<file path="src/verilog/prim_asm_defs.svh">
// constants for the primitive assembler
`ifndef PRIM_ASM_DEFS_SVH
`define PRIM_ASM_DEFS_SVH
`define MODE_W        4
`define CMD_W         4
`define RST_BOUNDARY  1'b1
`define SLOT_A        1'b0
`endif

</file>
<file path="src/verilog/prim_asm_pkg.sv">
// types for the primitive assembler
`default_nettype none
`include "prim_asm_defs.svh"
package prim_asm_pkg;
   typedef enum logic [3:0] {
      MODE_IDLE      = 4'h0,
      MODE_POINTS    = 4'h1,
      MODE_LINES     = 4'h2,
      MODE_LINE_LOOP = 4'h3,
      MODE_LINE_STRIP= 4'h4,
      MODE_TRI       = 4'h5,
      MODE_TRI_STRIP = 4'h6,
      MODE_TRI_FAN   = 4'h7,
      MODE_QUADS     = 4'h8,
      MODE_QUAD_STRIP= 4'h9,
      MODE_POLYGON   = 4'ha
   } draw_mode_type;

   typedef enum logic [3:0] {
      CMD_BEGIN      = 4'h0,
      CMD_END        = 4'h1,
      CMD_VERTEX     = 4'h2,
      CMD_ATTRIB     = 4'h3,
      CMD_ARRAY_ELEM = 4'h4,
      CMD_EVAL       = 4'h5,
      CMD_MATERIAL   = 4'h6,
      CMD_CALL_LIST  = 4'h7,
      CMD_SET_BOUNDARY_BIT = 4'h8,
      CMD_CLIENT_ONLY= 4'h9,
      CMD_OTHER      = 4'hf
   } cmd_code_type;

   typedef struct packed {
      cmd_code_type  code;
      draw_mode_type mode;
      logic          flag;
   } cmd_type;

   typedef struct packed {
      logic [31:0] data;
      logic        boundary;
   } vtx_type;
endpackage : prim_asm_pkg
`default_nettype wire

</file>
<file path="src/verilog/cmd_checker.sv">
// command legality checker for begin/end brackets
`timescale 1ns/1ps
`default_nettype none
`include "prim_asm_defs.svh"
module cmd_checker
   import prim_asm_pkg::*;
(
   input  wire logic  open_in,
   input  wire cmd_type cmd_in,
   input  wire logic  valid_in,
   input  wire logic  fb_complete_in,
   output logic       begin_ok_out,
   output logic       end_ok_out,
   output logic       inv_op_out,
   output logic       inv_fb_out
);
   // ==========================================================
   // legality
   wire is_begin = valid_in && (cmd_in.code == CMD_BEGIN);
   wire is_end   = valid_in && (cmd_in.code == CMD_END);
   wire allowed  = (cmd_in.code == CMD_VERTEX) || (cmd_in.code == CMD_ATTRIB) ||
                   (cmd_in.code == CMD_ARRAY_ELEM) || (cmd_in.code == CMD_EVAL) ||
                   (cmd_in.code == CMD_MATERIAL) || (cmd_in.code == CMD_CALL_LIST) ||
                   (cmd_in.code == CMD_SET_BOUNDARY_BIT);
   // client-only commands inside a bracket pass silently: behaviour undefined
   wire client   = cmd_in.code == CMD_CLIENT_ONLY; // [RULE_19]
   wire bad_in   = valid_in && open_in && !allowed && !is_begin && !is_end
                   && !client; // [RULE_17]
   wire bad_pair = (is_begin && open_in) || (is_end && !open_in); // [RULE_18]
   wire bad_mode = is_begin && (cmd_in.mode == MODE_IDLE);
   assign inv_fb_out   = is_begin && !open_in && !fb_complete_in; // [RULE_11]
   assign inv_op_out   = bad_in || bad_pair || bad_mode;
   assign begin_ok_out = is_begin && !open_in && fb_complete_in && !bad_mode;
   assign end_ok_out   = is_end && open_in;
endmodule : cmd_checker
`default_nettype wire

</file>
<file path="src/verilog/boundary_flag.sv">
// current boundary bit and per-vertex edge tag
`timescale 1ns/1ps
`default_nettype none
`include "prim_asm_defs.svh"
module boundary_flag
   import prim_asm_pkg::*;
(
   input  wire logic          sys_clk_in,
   input  wire logic          rst_n_in,
   input  wire logic          ce_in,
   input  wire logic          set_in,
   input  wire logic          flag_in,
   input  wire draw_mode_type mode_in,
   output logic               cur_out,
   output logic               tag_out
);
   logic cur;
   // ==========================================================
   // current bit
   always_ff @(posedge sys_clk_in) begin
      if (!rst_n_in)
         cur <= `RST_BOUNDARY; // [RULE_15]
      else if (ce_in && set_in)
         cur <= flag_in; // [RULE_12]
   end
   wire flagged_mode = (mode_in == MODE_POLYGON) || (mode_in == MODE_TRI) ||
                       (mode_in == MODE_QUADS);
   assign tag_out = flagged_mode ? cur : 1'b1; // [RULE_13] [RULE_14]
   assign cur_out = cur;
   AST_RESET_TRUE: assert property (@(posedge sys_clk_in) // [RULE_15]
      !rst_n_in |=> cur) else $error("boundary bit not set after reset");
   AST_SET_ZERO: assert property (@(posedge sys_clk_in) disable iff (!rst_n_in) // [RULE_12]
      ce_in && set_in |=> cur == $past(flag_in))
      else $error("boundary bit not loaded");
   AST_FIXED_MODES: assert property (@(posedge sys_clk_in) disable iff (!rst_n_in) // [RULE_14]
      !flagged_mode |-> tag_out) else $error("strip edge not boundary");
endmodule : boundary_flag
`default_nettype wire

</file>
<file path="src/verilog/primitive_assembler.sv">
// primitive assembler: triangles and quads from a bracketed vertex stream
`timescale 1ns/1ps
`default_nettype none
`include "prim_asm_defs.svh"
// Summary of operation
// [RULE_01] strip keeps slots A,B and a pointer; begin points A, each vertex toggles
// [RULE_02] strip: third vertex on emits A, B, new; first-done flag recorded
// [RULE_03] fan: like strip but vertices after first overwrite B
// [RULE_04] separate triangles from groups of three; leftovers dropped
// [RULE_05] separate triangles: group first is A, second is B
// [RULE_06] quad strip: quad i is v2i, v2i+1, v2i+3, v2i+2
// [RULE_07] quad strip keeps three vertices, first-done flag, pair counter
// [RULE_08] quad strip: nothing under four vertices; odd last vertex dropped
// [RULE_09] separate quads from groups of four; remainder dropped
// [RULE_10] mode register holds ten modes plus idle
// [RULE_11] begin with incomplete draw target raises framebuffer error
// [RULE_12] boundary command clears bit on zero, sets otherwise
// [RULE_13] polygon, triangles, quads: edge tag follows current bit
// [RULE_14] all other modes tag every edge boundary
// [RULE_15] boundary bit resets to set
// [RULE_16] each assembled vertex carries its edge boundary tag
// [RULE_17] only listed commands allowed inside bracket, else invalid operation
// [RULE_18] nested begin or unmatched end gives invalid operation
// [RULE_19] client-state commands forbidden inside bracket, no error guaranteed
// [RULE_20] strip closed with under three vertices emits nothing
// [RULE_21] reset and accepted end return mode to idle and clear state
module primitive_assembler
   import prim_asm_pkg::*;
#(
   parameter int VTX_W = 32
)(
   input  wire logic             sys_clk_in,
   input  wire logic             rst_n_in,
   input  wire logic             ce_in,
   input  wire logic             cmd_valid_in,
   input  wire cmd_type          cmd_in,
   input  wire logic [VTX_W-1:0] vtx_data_in,
   input  wire logic             bound_draw_target_complete_in,
   output logic                  prim_valid_out,
   output logic                  prim_quad_out,
   output vtx_type               prim_v0_out,
   output vtx_type               prim_v1_out,
   output vtx_type               prim_v2_out,
   output vtx_type               prim_v3_out,
   output logic                  inv_op_out,
   output logic                  inv_fb_out,
   output draw_mode_type         mode_out,
   output logic                  boundary_bit_out
);
   // ==========================================================
   // state
   draw_mode_type mode;
   vtx_type       slot_a;
   vtx_type       slot_b;
   vtx_type       slot_c;
   logic          ptr;
   logic          first_done;
   logic          pair_cnt;
   logic [1:0]    grp_cnt;
   logic          inv_op;
   logic          inv_fb;
   logic          prim_valid;
   logic          prim_quad;
   vtx_type       v0, v1, v2, v3;

   wire open = mode != MODE_IDLE;
   wire begin_ok, end_ok, chk_op, chk_fb;
   wire tag, cur_bit;

   // ==========================================================
   // sub-blocks
   cmd_checker u_chk (
      .open_in        (open),
      .cmd_in         (cmd_in),
      .valid_in       (cmd_valid_in),
      .fb_complete_in (bound_draw_target_complete_in),
      .begin_ok_out   (begin_ok),
      .end_ok_out     (end_ok),
      .inv_op_out     (chk_op),
      .inv_fb_out     (chk_fb)
   );

   wire set_cmd = cmd_valid_in && (cmd_in.code == CMD_SET_BOUNDARY_BIT);
   boundary_flag u_bnd (
      .sys_clk_in (sys_clk_in),
      .rst_n_in   (rst_n_in),
      .ce_in      (ce_in),
      .set_in     (set_cmd),
      .flag_in    (cmd_in.flag),
      .mode_in    (mode),
      .cur_out    (cur_bit),
      .tag_out    (tag)
   );

   // ==========================================================
   // vertex decode
   wire     vtx   = cmd_valid_in && open && (cmd_in.code == CMD_VERTEX);
   vtx_type nv;
   assign nv = '{data: vtx_data_in, boundary: tag}; // [RULE_16]

   wire is_strip = mode == MODE_TRI_STRIP;
   wire is_fan   = mode == MODE_TRI_FAN;
   wire is_tri   = mode == MODE_TRI;
   wire is_qs    = mode == MODE_QUAD_STRIP;
   wire is_quads = mode == MODE_QUADS;

   // strip/fan emit once two vertices stored
   wire sf_emit  = vtx && (is_strip || is_fan) && (first_done || (ptr == 1'b0 &&
                   grp_cnt == 2'd2)); // [RULE_02] [RULE_20]
   wire tri_emit = vtx && is_tri && (grp_cnt == 2'd2); // [RULE_04]
   // quad strip: emit on second of each pair after the first pair
   wire qs_emit  = vtx && is_qs && pair_cnt && first_done; // [RULE_06] [RULE_08]
   wire qd_emit  = vtx && is_quads && (grp_cnt == 2'd3); // [RULE_09]

   // ==========================================================
   // mode and counters
   always_ff @(posedge sys_clk_in) begin
      if (!rst_n_in) begin
         mode       <= MODE_IDLE; // [RULE_21]
         ptr        <= `SLOT_A;
         first_done <= 1'b0;
         pair_cnt   <= 1'b0;
         grp_cnt    <= 2'd0;
      end else if (ce_in) begin
         if (begin_ok) begin
            mode       <= cmd_in.mode; // [RULE_10]
            ptr        <= `SLOT_A; // [RULE_01]
            first_done <= 1'b0;
            pair_cnt   <= 1'b0;
            grp_cnt    <= 2'd0;
         end else if (end_ok) begin
            mode       <= MODE_IDLE; // [RULE_21]
            ptr        <= `SLOT_A;
            first_done <= 1'b0;
            pair_cnt   <= 1'b0;
            grp_cnt    <= 2'd0;
         end else if (vtx) begin
            ptr      <= ~ptr; // [RULE_01]
            pair_cnt <= ~pair_cnt; // [RULE_07]
            if (is_tri)
               grp_cnt <= (grp_cnt == 2'd2) ? 2'd0 : grp_cnt + 2'd1; // [RULE_04]
            else if (grp_cnt != 2'd3 || is_quads)
               grp_cnt <= grp_cnt + 2'd1;
            if (sf_emit)
               first_done <= 1'b1; // [RULE_02]
            if (is_qs && pair_cnt)
               first_done <= 1'b1; // [RULE_07]
         end
      end
   end

   // ==========================================================
   // vertex slots
   always_ff @(posedge sys_clk_in) begin
      if (!rst_n_in) begin
         slot_a <= '0;
         slot_b <= '0;
         slot_c <= '0;
      end else if (ce_in && vtx) begin
         if (is_strip) begin
            if (ptr == `SLOT_A)
               slot_a <= nv; // [RULE_01]
            else
               slot_b <= nv;
         end else if (is_fan) begin
            if (grp_cnt == 2'd0)
               slot_a <= nv; // [RULE_03]
            else
               slot_b <= nv; // [RULE_03]
         end else if (is_tri) begin
            if (grp_cnt == 2'd0)
               slot_a <= nv; // [RULE_05]
            if (grp_cnt == 2'd1)
               slot_b <= nv; // [RULE_05]
         end else if (is_qs) begin
            // a,b = previous pair; c = first of current pair
            if (!pair_cnt)
               slot_c <= nv; // [RULE_07]
            else begin
               slot_a <= slot_c;
               slot_b <= nv;
            end
         end else if (is_quads) begin
            if (grp_cnt == 2'd0)
               slot_a <= nv;
            if (grp_cnt == 2'd1)
               slot_b <= nv;
            if (grp_cnt == 2'd2)
               slot_c <= nv;
         end
      end
   end

   // ==========================================================
   // output primitive, registered
   always_ff @(posedge sys_clk_in) begin
      if (!rst_n_in) begin
         prim_valid <= 1'b0;
         prim_quad  <= 1'b0;
         v0 <= '0;
         v1 <= '0;
         v2 <= '0;
         v3 <= '0;
         inv_op <= 1'b0;
         inv_fb <= 1'b0;
      end else if (ce_in) begin
         inv_op     <= chk_op; // [RULE_17] [RULE_18]
         inv_fb     <= chk_fb; // [RULE_11]
         prim_valid <= sf_emit || tri_emit || qs_emit || qd_emit;
         prim_quad  <= qs_emit || qd_emit;
         if (sf_emit || tri_emit) begin
            v0 <= slot_a; // [RULE_02]
            v1 <= slot_b;
            v2 <= nv;
            v3 <= '0;
         end else if (qs_emit) begin
            // v2i, v2i+1, v2i+3, v2i+2
            v0 <= slot_a; // [RULE_06]
            v1 <= slot_b;
            v2 <= nv;
            v3 <= slot_c;
         end else if (qd_emit) begin
            v0 <= slot_a; // [RULE_09]
            v1 <= slot_b;
            v2 <= slot_c;
            v3 <= nv;
         end
      end
   end

   assign prim_valid_out   = prim_valid;
   assign prim_quad_out    = prim_quad;
   assign prim_v0_out      = v0;
   assign prim_v1_out      = v1;
   assign prim_v2_out      = v2;
   assign prim_v3_out      = v3;
   assign inv_op_out       = inv_op;
   assign inv_fb_out       = inv_fb;
   assign mode_out         = mode;
   assign boundary_bit_out = cur_bit;

   // ==========================================================
   // checks: triangle strips and fans
   AST_BEGIN_PTR: assert property (@(posedge sys_clk_in) disable iff (!rst_n_in) // [RULE_01]
      ce_in && begin_ok |=> ptr == 1'b0 && !first_done)
      else $error("pointer not reset by begin");

   AST_STRIP_PTR: assert property (@(posedge sys_clk_in) disable iff (!rst_n_in) // [RULE_01]
      ce_in && vtx && is_strip |=> ptr != $past(ptr))
      else $error("strip pointer not toggled");

   AST_STRIP_SLOT: assert property (@(posedge sys_clk_in) disable iff (!rst_n_in) // [RULE_01]
      ce_in && vtx && is_strip && ptr == 1'b0 |=> slot_a == $past(nv))
      else $error("strip vertex not stored in slot a");

   AST_STRIP_FEW: assert property (@(posedge sys_clk_in) disable iff (!rst_n_in) // [RULE_20]
      ce_in && begin_ok && cmd_in.mode == MODE_TRI_STRIP ##1 (ce_in && vtx)
      ##1 (ce_in && vtx) |=> !prim_valid)
      else $error("strip emitted before third vertex");

   AST_FAN_KEEP_A: assert property (@(posedge sys_clk_in) disable iff (!rst_n_in) // [RULE_03]
      ce_in && vtx && is_fan && grp_cnt != 2'd0 |=> slot_a == $past(slot_a))
      else $error("fan first vertex overwritten");

   AST_TRI_ZERO_V3: assert property (@(posedge sys_clk_in) disable iff (!rst_n_in) // [RULE_02]
      prim_valid && !prim_quad |-> v3 == '0)
      else $error("triangle carries a fourth vertex");

   AST_NO_VTX_QUIET: assert property (@(posedge sys_clk_in) disable iff (!rst_n_in) // [RULE_02]
      ce_in && !vtx |=> !prim_valid)
      else $error("primitive without a vertex");

   // ==========================================================
   // checks: separate triangles and quads
   AST_TRI_ORDER: assert property (@(posedge sys_clk_in) disable iff (!rst_n_in) // [RULE_04]
      ce_in && tri_emit |=> prim_valid && !prim_quad && v2 == $past(nv))
      else $error("separate triangle wrong");

   AST_TRI_WRAP: assert property (@(posedge sys_clk_in) disable iff (!rst_n_in) // [RULE_04]
      ce_in && vtx && is_tri && grp_cnt == 2'd2 |=> grp_cnt == 2'd0)
      else $error("triangle group count not wrapped");

   AST_QUAD_EMIT: assert property (@(posedge sys_clk_in) disable iff (!rst_n_in) // [RULE_09]
      ce_in && qd_emit |=> prim_quad && v3 == $past(nv))
      else $error("quad not emitted");

   AST_QUAD_COUNT: assert property (@(posedge sys_clk_in) disable iff (!rst_n_in) // [RULE_09]
      ce_in && vtx && is_quads |=> grp_cnt == $past(grp_cnt) + 2'd1)
      else $error("quad group count not advanced");

   AST_QS_ORDER: assert property (@(posedge sys_clk_in) disable iff (!rst_n_in) // [RULE_06]
      ce_in && qs_emit |=> v3 == $past(slot_c) && v2 == $past(nv))
      else $error("quad strip order wrong");

   AST_QS_DONE: assert property (@(posedge sys_clk_in) disable iff (!rst_n_in) // [RULE_07]
      ce_in && vtx && is_qs && pair_cnt |=> first_done)
      else $error("quad strip first pair not recorded");

   AST_QS_SLIDE: assert property (@(posedge sys_clk_in) disable iff (!rst_n_in) // [RULE_07]
      ce_in && vtx && is_qs && pair_cnt |=> slot_a == $past(slot_c) && slot_b == $past(nv))
      else $error("quad strip pair not kept");

   AST_FIXED_TAG: assert property (@(posedge sys_clk_in) disable iff (!rst_n_in) // [RULE_16]
      vtx && (is_strip || is_fan || is_qs) |-> nv.boundary)
      else $error("strip vertex not tagged boundary");

   // ==========================================================
   // checks: commands and mode register
   AST_BEGIN_MODE: assert property (@(posedge sys_clk_in) disable iff (!rst_n_in) // [RULE_10]
      ce_in && begin_ok |=> mode == $past(cmd_in.mode))
      else $error("begin did not load the mode");

   // a frozen cycle must not move the bracket state
   AST_CE_FREEZE: assert property (@(posedge sys_clk_in) disable iff (!rst_n_in) // [RULE_10]
      !ce_in |=> mode == $past(mode) && slot_a == $past(slot_a))
      else $error("state moved while clock enable low");

   AST_END_IDLE: assert property (@(posedge sys_clk_in) disable iff (!rst_n_in) // [RULE_21]
      ce_in && end_ok |=> mode == MODE_IDLE && grp_cnt == 2'd0)
      else $error("end did not return to idle");

   AST_NESTED_BEGIN: assert property (@(posedge sys_clk_in) disable iff (!rst_n_in) // [RULE_18]
      ce_in && cmd_valid_in && cmd_in.code == CMD_BEGIN && open |=> inv_op)
      else $error("nested begin not flagged");

   AST_LONE_END: assert property (@(posedge sys_clk_in) disable iff (!rst_n_in) // [RULE_18]
      ce_in && cmd_valid_in && cmd_in.code == CMD_END && !open |=> inv_op)
      else $error("unmatched end not flagged");

   AST_FB_ERR: assert property (@(posedge sys_clk_in) disable iff (!rst_n_in) // [RULE_11]
      ce_in && chk_fb |=> inv_fb && mode == MODE_IDLE)
      else $error("incomplete target begin accepted");

   AST_BAD_CMD: assert property (@(posedge sys_clk_in) disable iff (!rst_n_in) // [RULE_17]
      ce_in && cmd_valid_in && open && cmd_in.code == CMD_OTHER |=> inv_op)
      else $error("illegal command not flagged");
endmodule : primitive_assembler
`default_nettype wire

</file>
<file path="config.mk">
export PLATFORM = sky130hd
export DESIGN_NAME = primitive_assembler
export DESIGN_NICKNAME = d
export VERILOG_FILES = /design/src/verilog/prim_asm_pkg.sv /design/src/verilog/cmd_checker.sv /design/src/verilog/boundary_flag.sv /design/src/verilog/primitive_assembler.sv
export VERILOG_INCLUDE_DIRS = /design/src /design/src/verilog
export SDC_FILE = /design/constraint.sdc
export NUM_CORES = 1
export LEC_CHECK = 0
export BUFFER_PORTS_ARGS = -buffer_cell sky130_fd_sc_hd__buf_2
export CORE_MARGIN = 5
export CORE_UTILIZATION = 51
export CTS_CLUSTER_SIZE = 40
export DETAILED_ROUTE_END_ITERATION = 6
export HOLD_SLACK_MARGIN = 0.05
export PLACE_DENSITY = 0.84
export SLEW_MARGIN = 10
export SYNTH_ARGS = -nofsm -noshare
export SYNTH_HDL_FRONTEND = slang
export SYNTH_SLANG_ARGS = --single-unit
</file>
<file path="constraint.sdc">
create_clock -name sys_clk_in -period 2.05 [get_ports sys_clk_in]
set_input_delay 0.205 -clock sys_clk_in [delete_from_list [all_inputs] [get_ports sys_clk_in]]
set_output_delay 0.205 -clock sys_clk_in [all_outputs]
set_load 0.005 [all_outputs]
</file>
### After elaboration in Yosys (flattened, before gate mapping)

Cells that the tools add are included.

* output and inout bits: 141
* bits in registers: 245

* equality and inequality tests: 24
* bitwise logic cells: 5
* reductions and logical operators: 75
* muxes and demuxes: 53
* add/subtract/negate cells: 1

Operators with widths (number)
* 33-bit two-way mux: 33
* 1-bit logical AND: 30
* 4-bit by 3-bit equality test with 1-bit output (second input constant): 7
* 4-bit equality test (second input constant): 5
* 1-bit logical OR: 18
* 1-bit two-way mux: 12
* 2-bit two-way mux: 6
* 4-bit nonzero test: 3
* 4-bit by 2-bit equality test with 1-bit output (second input constant): 2
* 4-bit zero test: 2
* 4-bit two-way mux: 2
* 2-bit != test (second input constant): 4
* 1-bit zero test: 7
* 7-bit AND reduction: 1
* 2-bit AND reduction: 3
* 3-bit AND reduction: 2
* 2-bit nonzero test: 3
* 3-bit nonzero test: 2
* 5-bit != test (second input constant): 1
* 1-bit NOT: 5
* 5-bit AND reduction: 1
* 5-bit nonzero test: 1
* 2-bit equality test (second input constant): 2
* 4-bit by 1-bit equality test with 1-bit output (second input constant): 1
* 5 further kinds: 5

### Depth between registers and ports, before layout

* depth after elaboration: 14
* depth in mapped cells: 9
* mapped depth without buffers: 5

### Modules after synthesis

Synthesis repeated with hierarchy kept, for this count alone.

* cell total of the unflattened synthesis: 1137
* area total of the unflattened synthesis: 10097.2 um2

Modules (own cells, without submodules)
* primitive_assembler: area each 9930.8 um2, seq. area each 4884.7 um2, times used 1, cells an instance 1117
* cmd_checker: area each 102.6 um2, seq. area each 0.0 um2, times used 1, cells an instance 13
* boundary_flag: area each 63.8 um2, seq. area each 20.0 um2, times used 1, cells an instance 7

### Least setup slack after synthesis

No wires, ideal clock.

* kind: flip-flop to flip-flop
* from: register mode[3], in the netlist mode_out[3]
* to: register slot_a[0] (netlist bit)
* library setup time: 116 ps
* path buffers: 4
* stages on the path, launching flop included: 10
* arrival time: 1865 ps
* path slack: 69 ps
* cells stage by stage: dfxtp_1 > buf_6 > or4_1 > buf_2 > nand3_4 > a21oi_2 > and2_1 > buf_6 > buf_6 > o211a_1

* longest elaborated chain between the ends: 10
* elaborated cells between the ends (all ways): 24

RTL lines
* start, declared: RTL line primitive_assembler.sv:52 `draw_mode_type mode;`
* start signal, assigned: RTL line primitive_assembler.sv:126 `mode <= cmd_in.mode;`
* 4-bit equality test or 4-bit by 3-bit equality test with 1-bit output (tied branches): RTL line boundary_flag.sv:26, primitive_assembler.sv:103
* 1-bit logical OR (2 in a row): RTL line boundary_flag.sv:26 `wire flagged_mode = (mode_in == MODE_POLYGON) || (mode_in == MODE_TRI) ||`
* 1-bit two-way mux: RTL line boundary_flag.sv:28 `assign tag_out = flagged_mode ? cur : 1'b1;`
* 33-bit two-way mux: RTL line primitive_assembler.sv:166, primitive_assembler.sv:171, primitive_assembler.sv:184
* 33-bit two-way mux: RTL line primitive_assembler.sv:183 `end else if (is_quads) begin`
* 33-bit two-way mux: RTL line primitive_assembler.sv:175 `end else if (is_qs) begin`
* 33-bit two-way mux: RTL line primitive_assembler.sv:170 `end else if (is_tri) begin`
* 33-bit two-way mux: RTL line primitive_assembler.sv:165 `end else if (is_fan) begin`
* 33-bit two-way mux: RTL line primitive_assembler.sv:160 `if (is_strip) begin`
* end signal, assigned: RTL line primitive_assembler.sv:162 `slot_a <= nv;`
* end signal, assigned: RTL line primitive_assembler.sv:167 `slot_a <= nv;`
* end signal, assigned: RTL line primitive_assembler.sv:172 `slot_a <= nv;`
* end, declared: RTL line primitive_assembler.sv:53 `vtx_type slot_a;`

Parallel ways exist; a longest one is shown, timed or not. The select of a mux whose other input is x is not followed.
A chain may end at the register's enable or synchronous reset.

### Worst setup path after layout

* from: register mode[1], in the netlist mode_out[1]
* to: register slot_a[7] (netlist bit)

* longest elaborated chain between the ends: 5
* elaborated cells between the ends (all ways): 17

RTL lines (RTL line)
* 4-bit equality test or 4-bit nonzero test (tied branches): primitive_assembler.sv:104, primitive_assembler.sv:66
* 33-bit two-way mux or 1-bit logical AND (tied branches): primitive_assembler.sv:175, primitive_assembler.sv:97
* 33-bit two-way mux or 1-bit logical AND (tied branches): primitive_assembler.sv:170, primitive_assembler.sv:97
* 33-bit two-way mux or 1-bit logical AND (tied branches): primitive_assembler.sv:165, primitive_assembler.sv:159
* 33-bit two-way mux or 4-bit AND reduction (tied branches)

Parallel ways exist; a longest one is shown, timed or not.

==> metrics.md <==
| Metric | Value |
|---|---|
| Max cap viols | 0 |
| Shortest clock period the worst path allows after layout | 2.05 ns |
| CTS tree | built |
| First-pass GRT wire length | 55,000 um |
| Reg2reg end | slot_a[7]$_SDFFE_PN0P_ |
| Total area of sequential cells | 4910 um2 |
| Total die area | 24,100 um2 |
| RD Place Congestion | 0.887 |
| Ys Warns | 0 |
| Clock-pin slew on the worst setup and hold paths | 0.06 ns |
| Static leakage | 5.82 nW |
| Non-filler cells, final | 1,710 |
| Core Region | 20,900 um2 |
| Vias/cell | 6.23 |
| I/O pin cnt | 187 |
| Dpl ws | -0.175 ns |
| Final Hold Viols | 0 |
| DP Wirelength | 21,700 um |
| Clk Latency, worst-skew pair | 0.53 ns |
| Hold EP | inv_op_out$_SDFFE_PN0P_ |
| Rel. slew slack | 66.0% |
| I/O Buffers | 186 |
| DR vias | 10,700 |
| Fillers | 1,639 |
| Routed Antenna Nets | 0 |
| Failing checks | setup timing |
| Most frequent cells after synthesis | 245 x dfxtp_1, 173 x a21oi_1, 173 x nand2_1 |
| Initial antenna violation count | 0 |
| Layout cells sized above 1 | 23.1% |
| Final Total Pwr | 10.2 mW |
| Max-slew violation count | 0 |
| Critical Path Source Type | flop |
| Async set-reset flop share out of synthesis | 0% |
| Share of the cycle needed by the critical path after routing | 100% |
| Placed Instances | 1,622 |
| Register bit total from synthesis | 245 |
| Crit. End Element | flop |
| Hold Crit Class | in2reg |
| Syn_nets | 1,266 |
| Clock Path Buffers | 3 |
| CP max FO | 22 |
| Worst Hold Depth | 3 |
| Pin count of the biggest net entering global routing | 90 |
| Top post-synthesis cells by area | dfxtp_1 46%, mux2i_1 9.3%, a21oi_1 8.0% |
| Area of the multi-input gates | 5310 um2 |
| Cell row count | 53 |
| R2R setup slack | -0.005 ns |
| Post-synth top area share | 45.5% |
| Final global-route overflow total | 0 |
| Die Wd | 155 um |
| Post-route core utilization | 65.2% |
| Fmax | 487 MHz |
| Sequential share of the synthesized area | 45.5% |
| Required @ worst endpoint | 2.52 ns |
| Most common cell in the synthesized netlist | dfxtp_1 |
| H-tree depth | 1 |
| TritonCTS Sinks | 245 |
| Peak supply drop | 0.000585 V |
| Fin nets | 1,462 |
| CTS buffer count | 25 |
| CP Class | reg2reg |
| Slew @ Worst Pin | 0.507 ns |
| Worst r2r path cells | 6 |
| Setup ws final | -0.00469 ns |
| DRT iter0 DRCs | 1,449 |
| Layout Skew | 0.0108 ns |
| Number of global-route vias before repair | 10,300 |
| Worst R2R Start | mode_out[1]$_SDFFE_PN0P_ |
| Synth Cell Area | 10,800 um2 |
| Cells after synthesis | 1,220 |
| Total track usage | 27.4% |
| Syn-to-layout area delta | 26.3% |
| Status | finished, violations left |
| Critical path arrival | 2.52 ns |
| Initial Utilization | 51.6% |
| DRC Markers | 0 |
| Yosys cell types | 61 |
| Mapped Avg Cell Area | 8.84 um2 |
| DIE HEIGHT | 155 um |
| Root buffer cell | clkbuf_16 |
| Diode count | 0 |
| Number of synthesized flops with an enable pin | 0 |
| DR pass1 iterations | 7 |
| DR WL/cell | 20.6 um |
| Dominant cell type by area after synthesis | dfxtp_1 |
| HP Start | ce_in |
| Final Setup Violations | 1 |
| Main synth FF type | dfxtp_1 |
| DRT Wirelength | 35,200 um |
| Pwr Density | 746 nW/um2 |
what timing repair did:
item                                    in CTS  in global routing
pin swaps                                    0                  2
hold endpoints to repair                    74                  0
hold buffers                                39                  0
setup buffers                                0                  2
cloned                                       0                  1
gates resized for setup                      3                 12
endpoints found under the setup margin      16                 93
layout by cell type (no fill, tap or decap), types with 3 or more instances in the layout:
cell type	netlist	final
a211oi_1	33	33
a21oi_1	173	172
a22o_1	4	4
a22oi_1	31	31
buf_12	0	18
buf_2	34	185
buf_4	8	51
buf_6	10	3
bufinv_16	0	4
clkbuf_16	0	26
clkbuf_8	0	4
clkinv_2	0	7
dfxtp_1	245	241
dfxtp_2	0	3
dlygate4sd3_1	0	39
inv_1	4	4
mux2i_1	100	99
nand2_1	173	173
nand2b_1	6	6
nand3_1	74	73
nand3b_1	4	4
nand4_1	4	4
nor2_1	14	12
nor2b_1	4	4
nor3_1	6	6
o2111ai_1	31	31
o211a_1	32	32
o21ai_0	68	68
o21ai_1	3	3
o22ai_1	3	3
o31ai_1	33	33
cells by family (layout without fill, tap and decap cells):
logic type | count (synthesis) | in the layout | synth area share, %
AND/OR/NAND/NOR | 309 | 309 | 13.3
multiplexers | 100 | 100 | 9.29
AO/OA/AOI/OAI | 430 | 430 | 25.8
XOR/XNOR | 2 | 2 | 0.163
buffers and inverters | 134 | 349 | 6.04
flip-flops | 245 | 245 | 45.5
layer usage:
metal  vias to the layer above  share of wire [%]  global-route usage, %
met1                      5027                 42                   37.1
met3                       110                9.3                   4.51
met4                         0                3.2                   9.80
met5                         -                  0                      0
li1                       4860                  -                      -
met2                       658                 46                   44.2
worst max-delay path by stage:
stage                                         from                           end  slack (ns)  depth (start not counted)
after floorplan           mode_out[3]$_SDFFE_PN0P_        slot_a[0]$_SDFFE_PN0P_        0.07                          9
after global placement                   cmd_in[7]   prim_v3_out[0]$_SDFFE_PN0P_       -0.09                          7
after detailed placement                 cmd_in[7]   prim_v3_out[9]$_SDFFE_PN0P_       -0.18                          7
after CTS                 mode_out[0]$_SDFFE_PN0P_  prim_v3_out[23]$_SDFFE_PN0P_        0.03                          6
after global routing      mode_out[1]$_SDFFE_PN0P_        slot_a[7]$_SDFFE_PN0P_       -0.08                          6
final                     mode_out[1]$_SDFFE_PN0P_        slot_a[7]$_SDFFE_PN0P_      -0.005                          6
stage by stage:
step	cell area [um2]	hold WS [ns]	TNS (ns)
6_report	13600	0.0598	-0.00469
5_1_grt	13600	0.0627	-0.0798
4_1_cts	13500	0.0565	0
3_5_place_dp	12200	0.444	-7.12
3_3_place_gp	12200	0.436	-2.63
2_1_floorplan	10800	0.330	0
flip-flops by register name, indices dropped and copies added, names as in the netlist, 2 cells and up:
signal       count
grp_cnt          2
mode_out         4
prim_v0_out     33
prim_v1_out     33
prim_v2_out     33
prim_v3_out     33
slot_a          33
slot_b          33
slot_c          33
final cells by class:
class	instances	share of cell area [%]
multi-input combinational	841	39.0
timing repair buffer	298	15.8
inverter	5	0.156
tap	275	2.53
clock inverter	15	1.38
clock buffer	31	5.06
sequential	245	36.1
worst max-delay path, stage by stage, from the launching register on:
cell and delay, ns:
dfxtp_4 0.38, and4bb_2 0.31, buf_4 0.31, buf_4 0.33, a22oi_1 0.16, o2111ai_1 0.28, o211a_1 0.21
power by group:
part | internal (mW) | switching, mW
combinational | 0.219 | 0.355
sequential | 4.76 | 0.00256
clock | 2.89 | 1.93
total | 7.87 | 2.28
Power figures use the tool's default switching activity.
